==> src/bsc_cfg.svh <==
// Purpose: Constants for the branch and skip control decoder.
// Assumes: 16-bit instruction words, 8-bit status register.
// Notes: Opcodes are given as a mask and a match value, except sleep, watchdog restart and break, which match as a whole word.
`ifndef BSC_CFG_SVH
`define BSC_CFG_SVH

// ********************************************************
// Opcode masks and match values
// ********************************************************
`define BSC_SKIP_REG_MASK 16'hFE08
`define BSC_SKIP_REG_CLR_VAL 16'hFC00
`define BSC_SKIP_REG_SET_VAL 16'hFE00
`define BSC_SKIP_IO_MASK 16'hFF00
`define BSC_SKIP_IO_CLR_VAL 16'h9900
`define BSC_SKIP_IO_SET_VAL 16'h9B00
`define BSC_BRANCH_MASK 16'hFC00
`define BSC_BRANCH_SET_VAL 16'hF000
`define BSC_BRANCH_CLR_VAL 16'hF400
`define BSC_STACK_MASK 16'hFE0F
`define BSC_PUSH_VAL 16'h920F
`define BSC_POP_VAL 16'h900F
`define BSC_SLEEP_VAL 16'h9588
`define BSC_WATCHDOG_RESTART_VAL 16'h95A8
`define BSC_BREAK_VAL 16'h9598

// ********************************************************
// Two-word instruction patterns
// ********************************************************
`define BSC_LOAD_DIRECT_MASK 16'hFE0F
`define BSC_LOAD_DIRECT_VAL 16'h9000
`define BSC_STORE_DIRECT_VAL 16'h9200
`define BSC_FAR_FLOW_MASK 16'hFE0E
`define BSC_FAR_JUMP_VAL 16'h940C
`define BSC_FAR_CALL_VAL 16'h940E

// ********************************************************
// Field positions
// ********************************************************
`define BSC_REG_FIELD_HI 8
`define BSC_REG_FIELD_LO 4
`define BSC_IO_FIELD_HI 7
`define BSC_IO_FIELD_LO 3
`define BSC_BIT_FIELD_HI 2
`define BSC_BIT_FIELD_LO 0
`define BSC_OFS_FIELD_HI 9
`define BSC_OFS_FIELD_LO 3

// ********************************************************
// Status register flag positions
// ********************************************************
`define BSC_FLAG_CARRY 3'h0
`define BSC_FLAG_ZERO 3'h1
`define BSC_FLAG_NEG 3'h2
`define BSC_FLAG_OVF 3'h3
`define BSC_FLAG_SIGN 3'h4
`define BSC_FLAG_HALF 3'h5
`define BSC_FLAG_TRANSFER 3'h6

// ********************************************************
// Extra skip cycles beyond the first and program counter steps
// ********************************************************
`define BSC_EXTRA_SKIP_ONE 2'h1
`define BSC_EXTRA_SKIP_TWO 2'h2
`define BSC_STEP_ONE 2'h1
`define BSC_STEP_SKIP_ONE 2'h2
`define BSC_STEP_SKIP_TWO 2'h3

`endif

==> src/bsc_pkg.sv <==
// Purpose: Types shared by the branch and skip control decoder.
// Assumes: Constants come from bsc_cfg.svh.
// Notes: No numbers live here.
package bsc_pkg;

  // ********************************************************
  // Sequencer states and decoded operations
  // ********************************************************
  typedef enum logic [2:0] {
    ST_READY,
    ST_SKIP,
    ST_BRANCH,
    ST_PUSH,
    ST_POP
  } bsc_state_t;

  typedef enum logic [3:0] {
    OP_OTHER,
    OP_SKIP_REG_CLR,
    OP_SKIP_REG_SET,
    OP_SKIP_IO_CLR,
    OP_SKIP_IO_SET,
    OP_BRANCH_SET,
    OP_BRANCH_CLR,
    OP_PUSH,
    OP_POP,
    OP_SLEEP,
    OP_WATCHDOG_RESTART,
    OP_BREAK
  } bsc_op_t;

endpackage : bsc_pkg

==> src/bsc_word_len.sv <==
// Purpose: Tells whether an instruction word opens a two-word instruction.
// Assumes: The word is the one that follows the current instruction.
// Notes: Purely combinational.
`timescale 1ns/1ns
`include "bsc_cfg.svh"

module bsc_word_len (
  // Instruction word
  input wire logic [15:0] word_in,
  // Result
  output logic two_word_out
);

  // ********************************************************
  // Pattern match
  // ********************************************************
  always_comb begin
    two_word_out = ((word_in & `BSC_LOAD_DIRECT_MASK) == `BSC_LOAD_DIRECT_VAL) ||
                   ((word_in & `BSC_LOAD_DIRECT_MASK) == `BSC_STORE_DIRECT_VAL) ||
                   ((word_in & `BSC_FAR_FLOW_MASK) == `BSC_FAR_JUMP_VAL) ||
                   ((word_in & `BSC_FAR_FLOW_MASK) == `BSC_FAR_CALL_VAL);
  end

endmodule : bsc_word_len

==> src/bsc_decoder.sv <==
// Purpose: Decodes and sequences skip, branch, stack and core control instructions.
// Assumes: Register, I/O and stack read data answer in the same cycle.
// Notes: The program counter lives here; status flags are only read.
`timescale 1ns/1ns
`include "bsc_cfg.svh"

module bsc_decoder #(
  parameter int PC_W = 14,
  parameter logic [PC_W-1:0] RESET_PC = '0
) (
  // Clock and reset
  input wire logic clk_in,
  input wire logic rst_in,
  // Instruction fetch
  input wire logic instr_valid_in,
  input wire logic [15:0] instr_in,
  input wire logic [15:0] next_word_in,
  output logic ready_out,
  output logic [PC_W-1:0] pc_out,
  output logic taken_out,
  // Operand lookup
  output logic [4:0] reg_addr_out,
  input wire logic [7:0] reg_data_in,
  output logic [4:0] io_addr_out,
  input wire logic [7:0] io_data_in,
  input wire logic [7:0] status_register_in,
  // Stack port
  output logic stack_wr_out,
  output logic [7:0] stack_wdata_out,
  output logic stack_rd_out,
  input wire logic [7:0] stack_rdata_in,
  // Register write back
  output logic rf_we_out,
  output logic [4:0] rf_waddr_out,
  output logic [7:0] rf_wdata_out,
  // Core control
  output logic sleep_out,
  output logic watchdog_restart_out,
  output logic break_out
);

  // ********************************************************
  // State
  // ********************************************************
  typedef struct packed {
    bsc_pkg::bsc_state_t fsm;
    logic [1:0] wait_cnt;
    logic [PC_W-1:0] pc;
    logic taken;
    logic stack_wr;
    logic [7:0] stack_wdata;
    logic stack_rd;
    logic [4:0] pop_dest;
    logic rf_we;
    logic [4:0] rf_waddr;
    logic [7:0] rf_wdata;
    logic sleep;
    logic watchdog_restart;
    logic brk;
  } bsc_regs_t;

  bsc_regs_t state_reg;
  bsc_regs_t state_next;

  bsc_pkg::bsc_op_t op;
  logic accept;
  logic next_two_word;
  logic [2:0] bit_sel;
  logic [2:0] flag_sel;
  logic flag_val;
  logic reg_bit;
  logic io_bit;
  logic skip;
  logic branch;
  logic [PC_W-1:0] offset;
  logic [PC_W-1:0] pc_plus;

  // ********************************************************
  // Word length of the following instruction
  // ********************************************************
  bsc_word_len u_word_len (
    .word_in(next_word_in),
    .two_word_out(next_two_word)
  );

  // ********************************************************
  // Opcode decode
  // ********************************************************
  always_comb begin
    if ((instr_in & `BSC_SKIP_REG_MASK) == `BSC_SKIP_REG_CLR_VAL) begin
      op = bsc_pkg::OP_SKIP_REG_CLR;
    end else if ((instr_in & `BSC_SKIP_REG_MASK) == `BSC_SKIP_REG_SET_VAL) begin
      op = bsc_pkg::OP_SKIP_REG_SET;
    end else if ((instr_in & `BSC_SKIP_IO_MASK) == `BSC_SKIP_IO_CLR_VAL) begin
      op = bsc_pkg::OP_SKIP_IO_CLR;
    end else if ((instr_in & `BSC_SKIP_IO_MASK) == `BSC_SKIP_IO_SET_VAL) begin
      op = bsc_pkg::OP_SKIP_IO_SET;
    end else if ((instr_in & `BSC_BRANCH_MASK) == `BSC_BRANCH_SET_VAL) begin
      op = bsc_pkg::OP_BRANCH_SET;
    end else if ((instr_in & `BSC_BRANCH_MASK) == `BSC_BRANCH_CLR_VAL) begin
      op = bsc_pkg::OP_BRANCH_CLR;
    end else if ((instr_in & `BSC_STACK_MASK) == `BSC_PUSH_VAL) begin
      op = bsc_pkg::OP_PUSH;
    end else if ((instr_in & `BSC_STACK_MASK) == `BSC_POP_VAL) begin
      op = bsc_pkg::OP_POP;
    end else if (instr_in == `BSC_SLEEP_VAL) begin
      op = bsc_pkg::OP_SLEEP;
    end else if (instr_in == `BSC_WATCHDOG_RESTART_VAL) begin
      op = bsc_pkg::OP_WATCHDOG_RESTART;
    end else if (instr_in == `BSC_BREAK_VAL) begin
      op = bsc_pkg::OP_BREAK;
    end else begin
      op = bsc_pkg::OP_OTHER;
    end
  end

  // ********************************************************
  // Operand lookup and condition tests
  // ********************************************************
  // Register and I/O addresses go straight out so that the operand is back within the same cycle.
  assign reg_addr_out = instr_in[`BSC_REG_FIELD_HI:`BSC_REG_FIELD_LO];
  assign io_addr_out = instr_in[`BSC_IO_FIELD_HI:`BSC_IO_FIELD_LO];
  assign bit_sel = instr_in[`BSC_BIT_FIELD_HI:`BSC_BIT_FIELD_LO];
  assign flag_sel = instr_in[`BSC_BIT_FIELD_HI:`BSC_BIT_FIELD_LO];
  assign reg_bit = reg_data_in[bit_sel];
  assign io_bit = io_data_in[bit_sel];

  always_comb begin
    // The sign test is rebuilt from negative and overflow so it never trusts a stale sign flag.
    if (flag_sel == `BSC_FLAG_SIGN) begin
      flag_val = status_register_in[`BSC_FLAG_NEG] ^ status_register_in[`BSC_FLAG_OVF];
    end else begin
      flag_val = status_register_in[flag_sel];
    end
  end

  always_comb begin
    skip = 1'b0;
    branch = 1'b0;
    unique case (op)
      bsc_pkg::OP_SKIP_REG_CLR: begin
        skip = !reg_bit;
      end
      bsc_pkg::OP_SKIP_REG_SET: begin
        skip = reg_bit;
      end
      bsc_pkg::OP_SKIP_IO_CLR: begin
        skip = !io_bit;
      end
      bsc_pkg::OP_SKIP_IO_SET: begin
        skip = io_bit;
      end
      bsc_pkg::OP_BRANCH_SET: begin
        branch = flag_val;
      end
      bsc_pkg::OP_BRANCH_CLR: begin
        branch = !flag_val;
      end
      default: begin
        skip = 1'b0;
        branch = 1'b0;
      end
    endcase
  end

  // ********************************************************
  // Program counter arithmetic
  // ********************************************************
  // The target wraps silently at the top of program space, so code near the edge must not rely on it.
  assign offset = PC_W'($signed(instr_in[`BSC_OFS_FIELD_HI:`BSC_OFS_FIELD_LO]));

  always_comb begin
    if (branch) begin
      pc_plus = state_reg.pc + offset + PC_W'(`BSC_STEP_ONE);
    end else if (skip && next_two_word) begin
      pc_plus = state_reg.pc + PC_W'(`BSC_STEP_SKIP_TWO);
    end else if (skip) begin
      pc_plus = state_reg.pc + PC_W'(`BSC_STEP_SKIP_ONE);
    end else begin
      pc_plus = state_reg.pc + PC_W'(`BSC_STEP_ONE);
    end
  end

  // ********************************************************
  // Sequencer
  // ********************************************************
  assign ready_out = (state_reg.fsm == bsc_pkg::ST_READY);
  assign accept = instr_valid_in && ready_out;

  always_comb begin
    state_next = state_reg;
    state_next.stack_wr = 1'b0;
    state_next.stack_rd = 1'b0;
    state_next.rf_we = 1'b0;
    state_next.sleep = 1'b0;
    state_next.watchdog_restart = 1'b0;
    state_next.brk = 1'b0;
    unique case (state_reg.fsm)
      bsc_pkg::ST_READY: begin
        if (accept) begin
          state_next.pc = pc_plus;
          state_next.taken = skip || branch;
          if (skip) begin
            // One wait cycle for each word passed over.
            state_next.fsm = bsc_pkg::ST_SKIP;
            state_next.wait_cnt = next_two_word ? `BSC_EXTRA_SKIP_TWO : `BSC_EXTRA_SKIP_ONE;
          end else if (branch) begin
            state_next.fsm = bsc_pkg::ST_BRANCH;
          end else if (op == bsc_pkg::OP_PUSH) begin
            state_next.fsm = bsc_pkg::ST_PUSH;
            state_next.stack_wr = 1'b1;
            state_next.stack_wdata = reg_data_in;
          end else if (op == bsc_pkg::OP_POP) begin
            state_next.fsm = bsc_pkg::ST_POP;
            state_next.stack_rd = 1'b1;
            state_next.pop_dest = instr_in[`BSC_REG_FIELD_HI:`BSC_REG_FIELD_LO];
          end else begin
            state_next.sleep = (op == bsc_pkg::OP_SLEEP);
            state_next.watchdog_restart = (op == bsc_pkg::OP_WATCHDOG_RESTART);
            // Outside a debug session nothing else reacts to this pulse.
            state_next.brk = (op == bsc_pkg::OP_BREAK);
          end
        end
      end
      bsc_pkg::ST_SKIP: begin
        state_next.wait_cnt = state_reg.wait_cnt - 2'h1;
        if (state_reg.wait_cnt == `BSC_EXTRA_SKIP_ONE) begin
          state_next.fsm = bsc_pkg::ST_READY;
        end
      end
      bsc_pkg::ST_BRANCH: begin
        state_next.fsm = bsc_pkg::ST_READY;
      end
      bsc_pkg::ST_PUSH: begin
        state_next.fsm = bsc_pkg::ST_READY;
      end
      bsc_pkg::ST_POP: begin
        // Write back lands one cycle later, overlapping the next instruction.
        state_next.rf_we = 1'b1;
        state_next.rf_waddr = state_reg.pop_dest;
        state_next.rf_wdata = stack_rdata_in;
        state_next.fsm = bsc_pkg::ST_READY;
      end
      default: begin
        // An unused state code falls back to ready rather than locking the core.
        state_next.fsm = bsc_pkg::ST_READY;
      end
    endcase
  end

  always_ff @(posedge clk_in) begin
    if (rst_in) begin
      state_reg <= '{fsm: bsc_pkg::ST_READY,
                     wait_cnt: 2'h0,
                     pc: RESET_PC,
                     stack_wdata: 8'h00,
                     pop_dest: 5'h00,
                     rf_waddr: 5'h00,
                     rf_wdata: 8'h00,
                     default: 1'b0};
    end else begin
      state_reg <= state_next;
    end
  end

  // ********************************************************
  // Outputs
  // ********************************************************
  assign pc_out = state_reg.pc;
  assign taken_out = state_reg.taken;
  assign stack_wr_out = state_reg.stack_wr;
  assign stack_wdata_out = state_reg.stack_wdata;
  assign stack_rd_out = state_reg.stack_rd;
  assign rf_we_out = state_reg.rf_we;
  assign rf_waddr_out = state_reg.rf_waddr;
  assign rf_wdata_out = state_reg.rf_wdata;
  assign sleep_out = state_reg.sleep;
  assign watchdog_restart_out = state_reg.watchdog_restart;
  assign break_out = state_reg.brk;

endmodule : bsc_decoder

==> config.mk <==
export PLATFORM = sky130hd
export DESIGN_NAME = bsc_decoder
export DESIGN_NICKNAME = d
export VERILOG_FILES = /design/src/bsc_pkg.sv /design/src/bsc_word_len.sv /design/src/bsc_decoder.sv
export VERILOG_INCLUDE_DIRS = /design/src
export SDC_FILE = /design/constraint.sdc
export NUM_CORES = 1
export LEC_CHECK = 0
export BUFFER_PORTS_ARGS = -buffer_cell sky130_fd_sc_hd__buf_4
export CORE_ASPECT_RATIO = 1.2
export CORE_MARGIN = 8
export CORE_UTILIZATION = 48
export CTS_BUF_LIST = sky130_fd_sc_hd__clkbuf_8 sky130_fd_sc_hd__clkbuf_16
export DETAILED_ROUTE_END_ITERATION = 10
export PLACE_DENSITY = 0.78
export SKIP_LAST_GASP = 1
export SYNTH_ARGS = -nofsm -noshare
export SYNTH_HDL_FRONTEND = slang
export SYNTH_SLANG_ARGS = --single-unit
==> constraint.sdc <==
create_clock -name clk_in -period 3.5 [get_ports clk_in]
set_input_delay 0.875 -clock clk_in [delete_from_list [all_inputs] [get_ports clk_in]]
set_output_delay 0.875 -clock clk_in [all_outputs]
set_load 0.005 [all_outputs]
# Word-level counts from Yosys, hierarchy flattened

Cells that the tools add are included.

Output and inout port bits: 53
Flip-flop bits (word level): 52

Bitwise logic cells: 6
Reductions and logical operators: 19
Eq/ne operators: 34
Magnitude comparators: 1
Mux-type cells: 39
Add/subtract/negate cells: 6

Operators with widths:

| operator                | number |
|---|---|
| $mux W14                | 4 |
| $eq A16 B16 Y1 const B  | 3 |
| $eq A11 B11 Y1 const B  | 4 |
| $mux W4                 | 11 |
| $mux W35                | 1 |
| $eq A8 B8 Y1 const B    | 4 |
| $mux W15                | 2 |
| $add A14 B1 Y14 const B | 2 |
| $add A14 B2 Y14 const B | 2 |
| $eq A10 B10 Y1 const B  | 2 |
| $eq A4 B3 Y1 const B    | 4 |
| $eq A4 B4 Y1 const B    | 4 |
| $mux W3                 | 5 |
| $add A14 B14 Y14        | 1 |
| $eq A6 B6 Y1 const B    | 2 |
| $mux W6                 | 2 |
| $bmux W1 S3             | 3 |
| $mux W9                 | 1 |
| $eq A4 B2 Y1 const B    | 2 |
| $reduce_or A7 Y1        | 1 |
| $eq A3 B3 Y1 const B    | 2 |
| $pmux W3 S2             | 1 |
| $reduce_and A3 Y1       | 2 |
| $reduce_and A6 Y1       | 1 |
| other kinds (24)        | 39 |

# Longest topological paths before layout

Gate-level depths: netlist of run 1.

Depth in word-level cells: 19
Gate-level depth with buffers: 14
Depth with buffers taken out: 14

# Cells and area by module

From an unflattened synthesis of run 1, not the netlist that was laid out.

Cell total of the unflattened synthesis: 500
Area total of the unflattened synthesis: 4,062.6 um^2

Modules (own cells, without submodules):

| module       | instances | seq. area each (um^2) | area an instance (um^2) | cells an instance |
|---|---|---|---|---|
| bsc_decoder  | 1         | 1,041.0               | 4,026.4                 | 495 |
| bsc_word_len | 1         | 0.0                   | 36.3                    | 5 |

# Worst setup path before layout of run 1

OpenSTA, ideal clock, no wires.

Kind: input -> register
Start: input port instr_in[3]
End: register state_reg, in the netlist pc_out[10]
Cell stages on the path: 13
Buffers on the path: 0
Data arrival time: 3.359 ns
Path slack: 0.056 ns
Cells stage by stage: inv_1 > ha_1 > inv_1 > fa_1 > a21o_1 > a21oi_1 > o21ai_0 > or4_1 > a32oi_1 > a21oi_1 > a31o_2 > a32o_1 > a211oi_1

Cells in the longest elaborated chain, start to end: 17

Ends and longest elaborated chain:

| what                                            | RTL line                               | text |
|---|---|---|
| start, declared                                 | bsc_decoder.sv:16                      | `input wire logic [15:0] instr_in,` |
| $eq A16 B16 Y1 (no line)                        | --                                     |  |
| $mux W4                                         | bsc_decoder.sv:110                     | `` end else if (instr_in == `BSC_BREAK_VAL) begin `` |
| $mux W4                                         | bsc_decoder.sv:108                     | `` end else if (instr_in == `BSC_WATCHDOG_RESTART_VAL) begin `` |
| $mux W4                                         | bsc_decoder.sv:106                     | `` end else if (instr_in == `BSC_SLEEP_VAL) begin `` |
| $mux W4                                         | bsc_decoder.sv:104                     | `` end else if ((instr_in & `BSC_STACK_MASK) == `BSC_POP_VAL) begin `` |
| $mux W4                                         | bsc_decoder.sv:102                     | `` end else if ((instr_in & `BSC_STACK_MASK) == `BSC_PUSH_VAL) begin `` |
| $mux W4                                         | bsc_decoder.sv:100                     | `` end else if ((instr_in & `BSC_BRANCH_MASK) == `BSC_BRANCH_CLR_VAL) begin `` |
| $mux W4                                         | bsc_decoder.sv:98                      | `` end else if ((instr_in & `BSC_BRANCH_MASK) == `BSC_BRANCH_SET_VAL) begin `` |
| $mux W4                                         | bsc_decoder.sv:96                      | `` end else if ((instr_in & `BSC_SKIP_IO_MASK) == `BSC_SKIP_IO_SET_VAL) begin `` |
| $mux W4                                         | bsc_decoder.sv:94                      | `` end else if ((instr_in & `BSC_SKIP_IO_MASK) == `BSC_SKIP_IO_CLR_VAL) begin `` |
| $mux W4                                         | bsc_decoder.sv:92                      | `` end else if ((instr_in & `BSC_SKIP_REG_MASK) == `BSC_SKIP_REG_SET_VAL) begin `` |
| $mux W4                                         | bsc_decoder.sv:90                      | `` if ((instr_in & `BSC_SKIP_REG_MASK) == `BSC_SKIP_REG_CLR_VAL) begin `` |
| $eq A4 B3 Y1, or another cell as far along      | bsc_decoder.sv:140                     | `unique case (op)` |
| $pmux W1 S4                                     | bsc_decoder.sv:140                     |  |
| $mux W14 or $logic_and A1 B1 Y1 (tied branches) | bsc_decoder.sv:177, bsc_decoder.sv:175 |  |
| $mux W14                                        | bsc_decoder.sv:175                     | `end else if (skip && next_two_word) begin` |
| $mux W14 *                                      | bsc_decoder.sv:173                     | `if (branch) begin` |
| end signal, assigned                            | bsc_decoder.sv:253                     | `state_reg <= '{fsm: bsc_pkg::ST_READY,` |
| end signal, assigned                            | bsc_decoder.sv:262                     | `state_reg <= state_next;` |
| end, declared                                   | bsc_decoder.sv:62                      | `bsc_regs_t state_reg;` |

Every way passes the cells marked *; elsewhere a longest branch is shown, timed or not.
A chain may end at the register's enable or synchronous reset.

# Worst setup path in the final report of run 1

Start: input port instr_in[3]
End: register state_reg, in the netlist pc_out[12]

The elaborated chain is that of the path after synthesis.

==> results of run 1 <==
worst min-delay path, stage by stage (launching register included):
cell	delay (ps)
dfxtp_1	320
nand2_1	50
a21oi_1	50
layout make-up:
| cell class | count | area, um2 | area share |
|---|---|---|---|
| multi-input cells | 373 | 2490 | 0.506 |
| flip-flops and latches | 52 | 1040 | 0.211 |
| clock inverters | 3 | 27.5 | 0.00558 |
| inverters | 8 | 30.0 | 0.00609 |
| clock buffers | 5 | 68.8 | 0.0140 |
| repair buffers | 150 | 1150 | 0.233 |
| well taps | 95 | 119 | 0.0241 |
worst max-delay path by stage:
stage / from / end / slack, ps
2_1_floorplan: instr_in[3] / pc_out[10]$_SDFFE_PP0P_ / 60
3_3_place_gp: instr_in[3] / pc_out[10]$_SDFFE_PP0P_ / -260
3_5_place_dp: instr_in[3] / pc_out[12]$_SDFFE_PP0P_ / -350
4_1_cts: instr_in[3] / pc_out[12]$_SDFFE_PP0P_ / 20
5_1_grt: instr_in[3] / pc_out[12]$_SDFFE_PP0P_ / -20
6_report: instr_in[3] / pc_out[12]$_SDFFE_PP0P_ / 150
layer usage:
metal / wire (um) / track usage / part of all wire
met5: 14 / 0 / 0.0012
met4: 257 / 0.0768 / 0.022
met3: 592 / 0.0325 / 0.051
met2: 6290 / 0.388 / 0.54
met1: 4450 / 0.210 / 0.38
per-stage QoR:
stage	hold WS [ps]	cell area, um2	instances
after global routing	482	4930	686
final	459	4930	686
after detailed placement	447	4790	677
after floorplan	431	3980	503
after global placement	441	4790	677
after CTS	462	4900	685
kinds of logic after synthesis:
group | after synthesis | synth area share
fa+ha+maj | 19 | 0.0616
compound gates | 107 | 0.176
simple gates | 205 | 0.261
xor+xnor | 16 | 0.0352
flops | 52 | 0.262
mux | 26 | 0.0849
buf+inv | 78 | 0.120
what timing repair did:
action                     4_1_cts  5_1_grt
resized for setup                1        6
setup buffers                    0        1
pin swaps                        0        2
setup endpoints to repair        2        6
hold endpoints to repair         0        0
placed cells by master (no fill, tap or decap), types with 3 or more instances in the layout:
cell type | Yosys | routed
buf_4 | 47 | 148
nand2_1 | 70 | 70
dfxtp_1 | 52 | 52
nor2_1 | 43 | 42
a21oi_1 | 43 | 42
mux2i_1 | 18 | 18
ha_1 | 18 | 18
nor3_1 | 17 | 17
nand3_1 | 15 | 15
o21ai_0 | 16 | 15
xnor2_1 | 11 | 11
and3_1 | 10 | 10
nand4_1 | 9 | 9
inv_1 | 8 | 8
a21o_1 | 7 | 7
and2_1 | 6 | 6
mux4_2 | 6 | 6
xor2_1 | 5 | 5
a31oi_1 | 5 | 5
clkbuf_8 | 0 | 5
nand4b_1 | 4 | 4
nor4_1 | 4 | 4
a211oi_1 | 4 | 4
nand3b_1 | 3 | 3
nor2b_1 | 3 | 3
o31ai_1 | 3 | 3
o21a_1 | 3 | 3
power groups by stage:
stage          clock network [W]  logic [W]  registers, W
2_1_floorplan                  0   0.000159      0.000618
3_3_place_gp                   0   0.000272      0.000619
3_5_place_dp                   0   0.000280      0.000620
4_1_cts                 0.000382   0.000282      0.000606
5_1_grt                 0.000399   0.000314      0.000607
6_report                0.000372   0.000286      0.000606
==> metrics.md, run 1 <==
| Metric | Value |
|---|---|
| Seq/Total Area, Yosys | `0.262` |
| CTS tree | `done` |
| I/O Buffers | `113` |
| CP max-delay cell | `or4_4` |
| Gr ovfl total | `0` |
| Count of pins over their slew limit | `0` |
| Starting Density | `0.491` |
| Max rail drop VDD | `between 0.00015 and 0.0002 V` |
| Start of the worst register-to-register path | `pc_out[0]$_SDFFE_PP0P_` |
| Pleak | `roughly 2.1 nW` |
| Relative slew slack | `0.596` |
| H-tree Lvls | `2` |
| Fmax | `around 300 MHz` |
| Area contributors post-synth | `dfxtp_1, buf_4, nand2_1` |
| Filler cells | `752` |
| Psw | `around 0.00037 W` |
| Pwr Total | `between 0.001 and 0.0015 W` |
| Die boundary height | `between 100 and 150 um` |
| Vias | `a little under 4k` |
| Most common library cells after synthesis | `nand2_1, dfxtp_1, buf_4` |
| Most used DFF post-synth | `dfxtp_1` |
| Cell family contributing the most delay on the critical path | `compound AO/OA/AOI/OAI gates` |
| DRC | `0` |
| Critical path depth | `16` |
| Longest Clk Path Bufs | `2` |
| Startpoint types | `input port` |
| Final hold vios | `0` |
| Total track usage | `0.200` |
| Crit Path Category | `input port to flip-flop` |
| R2r setup slk | `380 ps` |
| Synth area leader | `dfxtp_1` |
| Worst hold path class | `flip-flop to flip-flop` |
| Worst EP arrival | `~3600 ps` |
| DP HPWL | `roughly 9.3 mm` |
| Worst hold path depth | `2` |
| WL/cell | `16.9 um` |
| Worst hold path startpoint | `rf_wdata_out[6]$_SDFFE_PP0P_` |
| CP endpoint kind | `flip-flop` |
| Post-Route WL | `11.6 mm` |
| Sum of buffers and inverters on the critical path | `4` |
| Worst Setup Slack, final | `152 ps` |
| Status | `completed` |
| Largest net degree at the start of global routing | `between 50 and 60` |
| Tightest Pin Transition | `between 600 and 700 ps` |
| Internal cell power | `just under 0.0009 W` |
| Seq pwr share | `0.479` |
| First-pass GRT wire length | `~19 mm` |
| Mapped cell area | `between 3000 and 4000 um2` |
| Latest clock arrival within the worst-skew pair | `between 300 and 400 ps` |
| Std-Cell Rows | `36` |
| Layout cell share with drive strength beyond 1 | `0.315` |
| Hold buffer count at CTS | `0` |
| Mapped Cells | `slightly above 500` |
| Setup TNS | `0 ps` |
| Final Wtd Congestion | `just over 0.9` |
| RR Endpoint | `pc_out[12]$_SDFFE_PP0P_` |
| RSZ-0062 raised after global routing | `yes` |
| Initial antenna violation count | `1` |
| Fin crit period | `about 3300 ps` |
| Maxcap violations | `0` |
| Final period util | `0.956` |
| Final setup vio count | `0` |
| Post-synth EDFFs | `0` |
| Power share of the clock group | `0.294` |
| Drt initial violations | `around 200` |
| Routed Antenna Nets | `0` |
| Sw frac | `0.293` |
| Pre-CTS setup slack | `-353 ps` |
| IO Pins | `120` |
| Vias/cell | `slightly below 6` |
| Clock root buffer | `clkbuf_8` |
| Syn Area/Cell | `just under 8 um2` |
| CP Cell Sequence | `buf_4 -> inv_1 -> ha_1 -> inv_1 -> fa_1 -> a21o_1 -> a21oi_2 -> o21ai_1 -> or4_4 -> a32oi_4 -> buf_4 -> a21oi_1 -> xnor2_1 -> nand2_1 -> o31ai_1 -> a211oi_1` |
| Synth Warn # | `0` |
| Hold Path Sink | `rf_wdata_out[6]$_SDFFE_PP0P_` |
| Initial DRT Pass Iterations | `4` |
| Count leader, synth | `nand2_1` |
| Fin util | `0.608` |
| Clk sinks | `52` |
| Max reg flops | `14` |
| Core area | `8110 um2` |
| Fin nets | `about 680` |
| Die Width | `~100 um` |
| Num CTS Buffers | `5` |
| Synth top area share | `0.262` |
| Count of different cell masters after synthesis | `67` |
| Vias in the first global route | `about 4k` |
| Area grow syn2layout | `24.0%` |
| Yosys reg bits | `52` |
| Die ar. | `~11000 um2` |
| FFs w/ async S/R, synth | `0` |
| Worst-path clk slew | `between 100 and 150 ps` |
| Crit path required time | `~3700 ps` |
| Combinational fraction of design power | `0.227` |
| # diodes | `0` |
| CP max stage delay | `about 460 ps` |
| PwrDens | `256 nW/um2` |
| Mapped Nets | `about 590` |
| CP Max Fanout | `2` |
| Skew final | `9.06 ps` |
| R2R cell count | `15` |
No activity file was read; power rests on OpenSTA's default activity.
==> run 2, diff against run 1 <==
--- a/config.mk
+++ b/config.mk
@@ -9,10 +9,10 @@
 export BUFFER_PORTS_ARGS = -buffer_cell sky130_fd_sc_hd__buf_4
 export CORE_ASPECT_RATIO = 1.2
 export CORE_MARGIN = 8
-export CORE_UTILIZATION = 48
-export CTS_BUF_LIST = sky130_fd_sc_hd__clkbuf_8 sky130_fd_sc_hd__clkbuf_16
+export CORE_UTILIZATION = 53
+export CTS_BUF_LIST = sky130_fd_sc_hd__clkbuf_4 sky130_fd_sc_hd__clkbuf_8 sky130_fd_sc_hd__clkbuf_16
 export DETAILED_ROUTE_END_ITERATION = 10
-export PLACE_DENSITY = 0.78
+export PLACE_DENSITY = 0.86
 export SKIP_LAST_GASP = 1
 export SYNTH_ARGS = -nofsm -noshare
 export SYNTH_HDL_FRONTEND = slang
==> constraint.sdc (replaced) <==
create_clock -name clk_in -period 3.3 [get_ports clk_in]
set_input_delay 0.825 -clock clk_in [delete_from_list [all_inputs] [get_ports clk_in]]
set_output_delay 0.825 -clock clk_in [all_outputs]
set_load 0.005 [all_outputs]
==> run 2 against run 1 <==
Compared with the run above:
- die area shrank 8.0%
- global-route usage grew 2.4 points
- sequential power grew 5.4%
- via count grew 4.2%
- total power grew 9.8%
- utilization grew 11 points
- sequential share of layout area shrank 1.2 points
- critical path type unchanged
==> metrics.md, run 2 (synthesized netlist as in run 1, its figures left out) <==
| Metric | Value |
|---|---|
| Status | `completed` |
| Met1 GRT Util | `0.237 (+0.0272)` |
| Vias/cell | `5.82 (+0.37%)` |
| Fin util | `0.718 (+0.109)` |
| Worst Setup EP | `pc_out[5]$_SDFFE_PP0P_` |
| Max rail drop VDD | `0.000200 V (+31%)` |
| Worst EP arrival | `3520 ps (-70 ps)` |
| Final hold vios | `0 (unchanged)` |
| Pleak | `2.32 nW (+8.4%)` |
| I/O Buffers | `113 (unchanged)` |
| Final period util | `0.988` |
| Largest net degree at the start of global routing | `52 (unchanged)` |
| DP HPWL | `9.61 mm (+3.3%)` |
| Crit path required time | `3550 ps (-190 ps)` |
| Power share of the clock group | `0.289 (-0.005)` |
| Std-Cell Rows | `34 (-5.6%)` |
| Initial antenna violation count | `0 (-1)` |
| Fin crit period | `3260 ps` |
| Global Route met2 Usage | `0.403 (+0.0152)` |
| Worst hold path class | `flip-flop to flip-flop` |
| R2R cell count | `13 (-2)` |
| CTS tree | `done` |
| IO Pins | `120 (unchanged)` |
| Post-Route WL | `12.2 mm (+5.1%)` |
| # diodes | `0 (unchanged)` |
| Commonest non-fill, non-tap cell in the layout | `buf_4` |
| Max reg flops | `14 (unchanged)` |
| Layout cell share with drive strength beyond 1 | `0.368 (+0.0534)` |
| Core area | `7270 um2 (-10%)` |
| Filler cells | `586 (-22%)` |
| Vias | `4146 (+4.2%)` |
| Sw frac | `0.299 (+0.00564)` |
| Num CTS Buffers | `5 (unchanged)` |
| Fmax | `roughly 310 MHz` |
| RR Endpoint | `pc_out[10]$_SDFFE_PP0P_` |
| Hold buffer count at CTS | `0 (unchanged)` |
| Die boundary height | `111 um (-4.2%)` |
| Final instance area | `5220 um2 (+5.8%)` |
| Total track usage | `0.223 (+0.0236)` |
| Pwr Total | `0.00139 W (+9.8%)` |
| Internal cell power | `0.000974 W (+8.9%)` |
| Fin nets | `707 (+4.6%)` |
| GRT met3 Usage | `0.0434 (+0.0109)` |
| Crit Path Category | `input port to flip-flop` |
| Longest Clk Path Bufs | `2 (unchanged)` |
| Maxcap violations | `0 (unchanged)` |
| Start of the worst register-to-register path | `pc_out[0]$_SDFFE_PP0P_` |
| Clk sinks | `52 (unchanged)` |
| H-tree Lvls | `2 (unchanged)` |
| Drt initial violations | `237 (+18%)` |
| DRC | `0 (unchanged)` |
| Die ar. | `10500 um2 (-8.0%)` |
| Clock root buffer | `clkbuf_8` |
| Skew final | `14.5 ps (+5.47 ps)` |
| Vias in the first global route | `4080 (+2.1%)` |
| WL/cell | `17.1 um (+1.2%)` |
| Commonest non-fill, non-tap cells in the layout | `buf_4, nand2_1, dfxtp_1, nor2_1, a21oi_1` |
| Startpoint types | `input port` |
| DP Area | `5060 um2 (+5.5%)` |
| CP endpoint kind | `flip-flop` |
| Combinational fraction of design power | `0.250 (+0.023)` |
| CP Max Fanout | `8 (+6)` |
| PwrDens | `266 nW/um2 (+3.8%)` |
| Latest clock arrival within the worst-skew pair | `330 ps (about the same)` |
| First-pass GRT wire length | `19.4 mm (+2.9%)` |
| Count of pins over their slew limit | `0 (unchanged)` |
| Routed Antenna Nets | `0 (unchanged)` |
| Area grow syn2layout | `31.2%` |
| RSZ-0062 raised after global routing | `yes` |
| Final Wtd Congestion | `0.953 (+2.6%)` |
| R2r setup slk | `310 ps (-70 ps)` |
| Worst-path clk slew | `110 ps (about the same)` |
| Origin of the worst setup path | `instr_in[3]` |
| Final setup vio count | `0 (unchanged)` |
| GRT busiest layer | `met2` |
| Tightest Pin Transition | `531 ps (-72.9 ps)` |
| Initial DRT Pass Iterations | `5 (+1)` |
| Die Width | `95.1 um (-4.1%)` |
| Gr ovfl total | `0 (unchanged)` |
| Psw | `0.000416 W (+12%)` |
| Starting Density | `0.547 (+0.0562)` |
| Relative slew slack | `0.646 (+0.0496)` |
| Seq pwr share | `0.460 (-0.019)` |
[run 2: per-layer routing]
metal / part of all wire / vias to the layer above
li1: - / 1994
met1: 0.37 / 1947
met2: 0.52 / 166
met3: 0.079 / 39
met4: 0.033 / 0
met5: 0 / -
[run 2: layout make-up]
cell class / instances / area [um2] / area share
multi-input cells: 373 / 2540 / 0.487
clock inverters: 3 / 27.5 / 0.00527
flip-flops and latches: 52 / 1040 / 0.199
repair buffers: 181 / 1390 / 0.266
clock buffers: 5 / 68.8 / 0.0132
inverters: 8 / 42.5 / 0.00815
well taps: 90 / 113 / 0.0216
[run 2: timing repair]
item	4_1_cts	5_1_grt
gates resized for setup	1	17
pin swaps	0	4
setup endpoints to repair	1	25
buffers inserted	0	1
[run 2: power groups by stage]
stage	sequential [W]	clock, W	combinational (W)
3_5_place_dp	0.000653	0	0.000338
5_1_grt	0.000640	0.000430	0.000377
4_1_cts	0.000639	0.000406	0.000340
2_1_floorplan	0.000656	0	0.000174
3_3_place_gp	0.000653	0	0.000325
6_report	0.000639	0.000402	0.000348
[run 2: through the flow]
stage                     setup TNS, ps  setup slack, ps  hold WS [ps]  instances
after floorplan                   -37.5            -37.5           431        503
final                                 0             38.4           460        712
after CTS                             0             14.5           459        711
after detailed placement          -7600             -349           441        703
after global placement            -6320             -307           438        703
after global routing               -178            -39.2           480        712
[run 2: worst min-delay path by stage]
| stage | from | end | depth (start not counted) | slack (ps) |
|---|---|---|---|---|
| floorplan | state_reg[17]$_SDFFE_PP0P_ | rf_waddr_out[0]$_SDFFE_PP0P_ | 2 | 430 |
| global placement | state_reg[21]$_SDFFE_PP0P_ | rf_waddr_out[4]$_SDFFE_PP0P_ | 2 | 440 |
| detailed placement | state_reg[20]$_SDFFE_PP0P_ | rf_waddr_out[3]$_SDFFE_PP0P_ | 2 | 440 |
| CTS | state_reg[20]$_SDFFE_PP0P_ | rf_waddr_out[3]$_SDFFE_PP0P_ | 2 | 460 |
| global route | rf_waddr_out[0]$_SDFFE_PP0P_ | rf_waddr_out[0]$_SDFFE_PP0P_ | 2 | 480 |
| finish | rf_wdata_out[7]$_SDFFE_PP0P_ | rf_wdata_out[7]$_SDFFE_PP0P_ | 2 | 460 |
[run 2: worst max-delay path, stage by stage]
cell and delay [ps]:
buf_4 140, buf_4 150, or4b_4 540, or2_1 240, a31o_2 240, mux2i_1 240, o22ai_2 210, buf_6 170
a21o_2 250, a221oi_1 300, a21oi_1 70, nor3_1 140
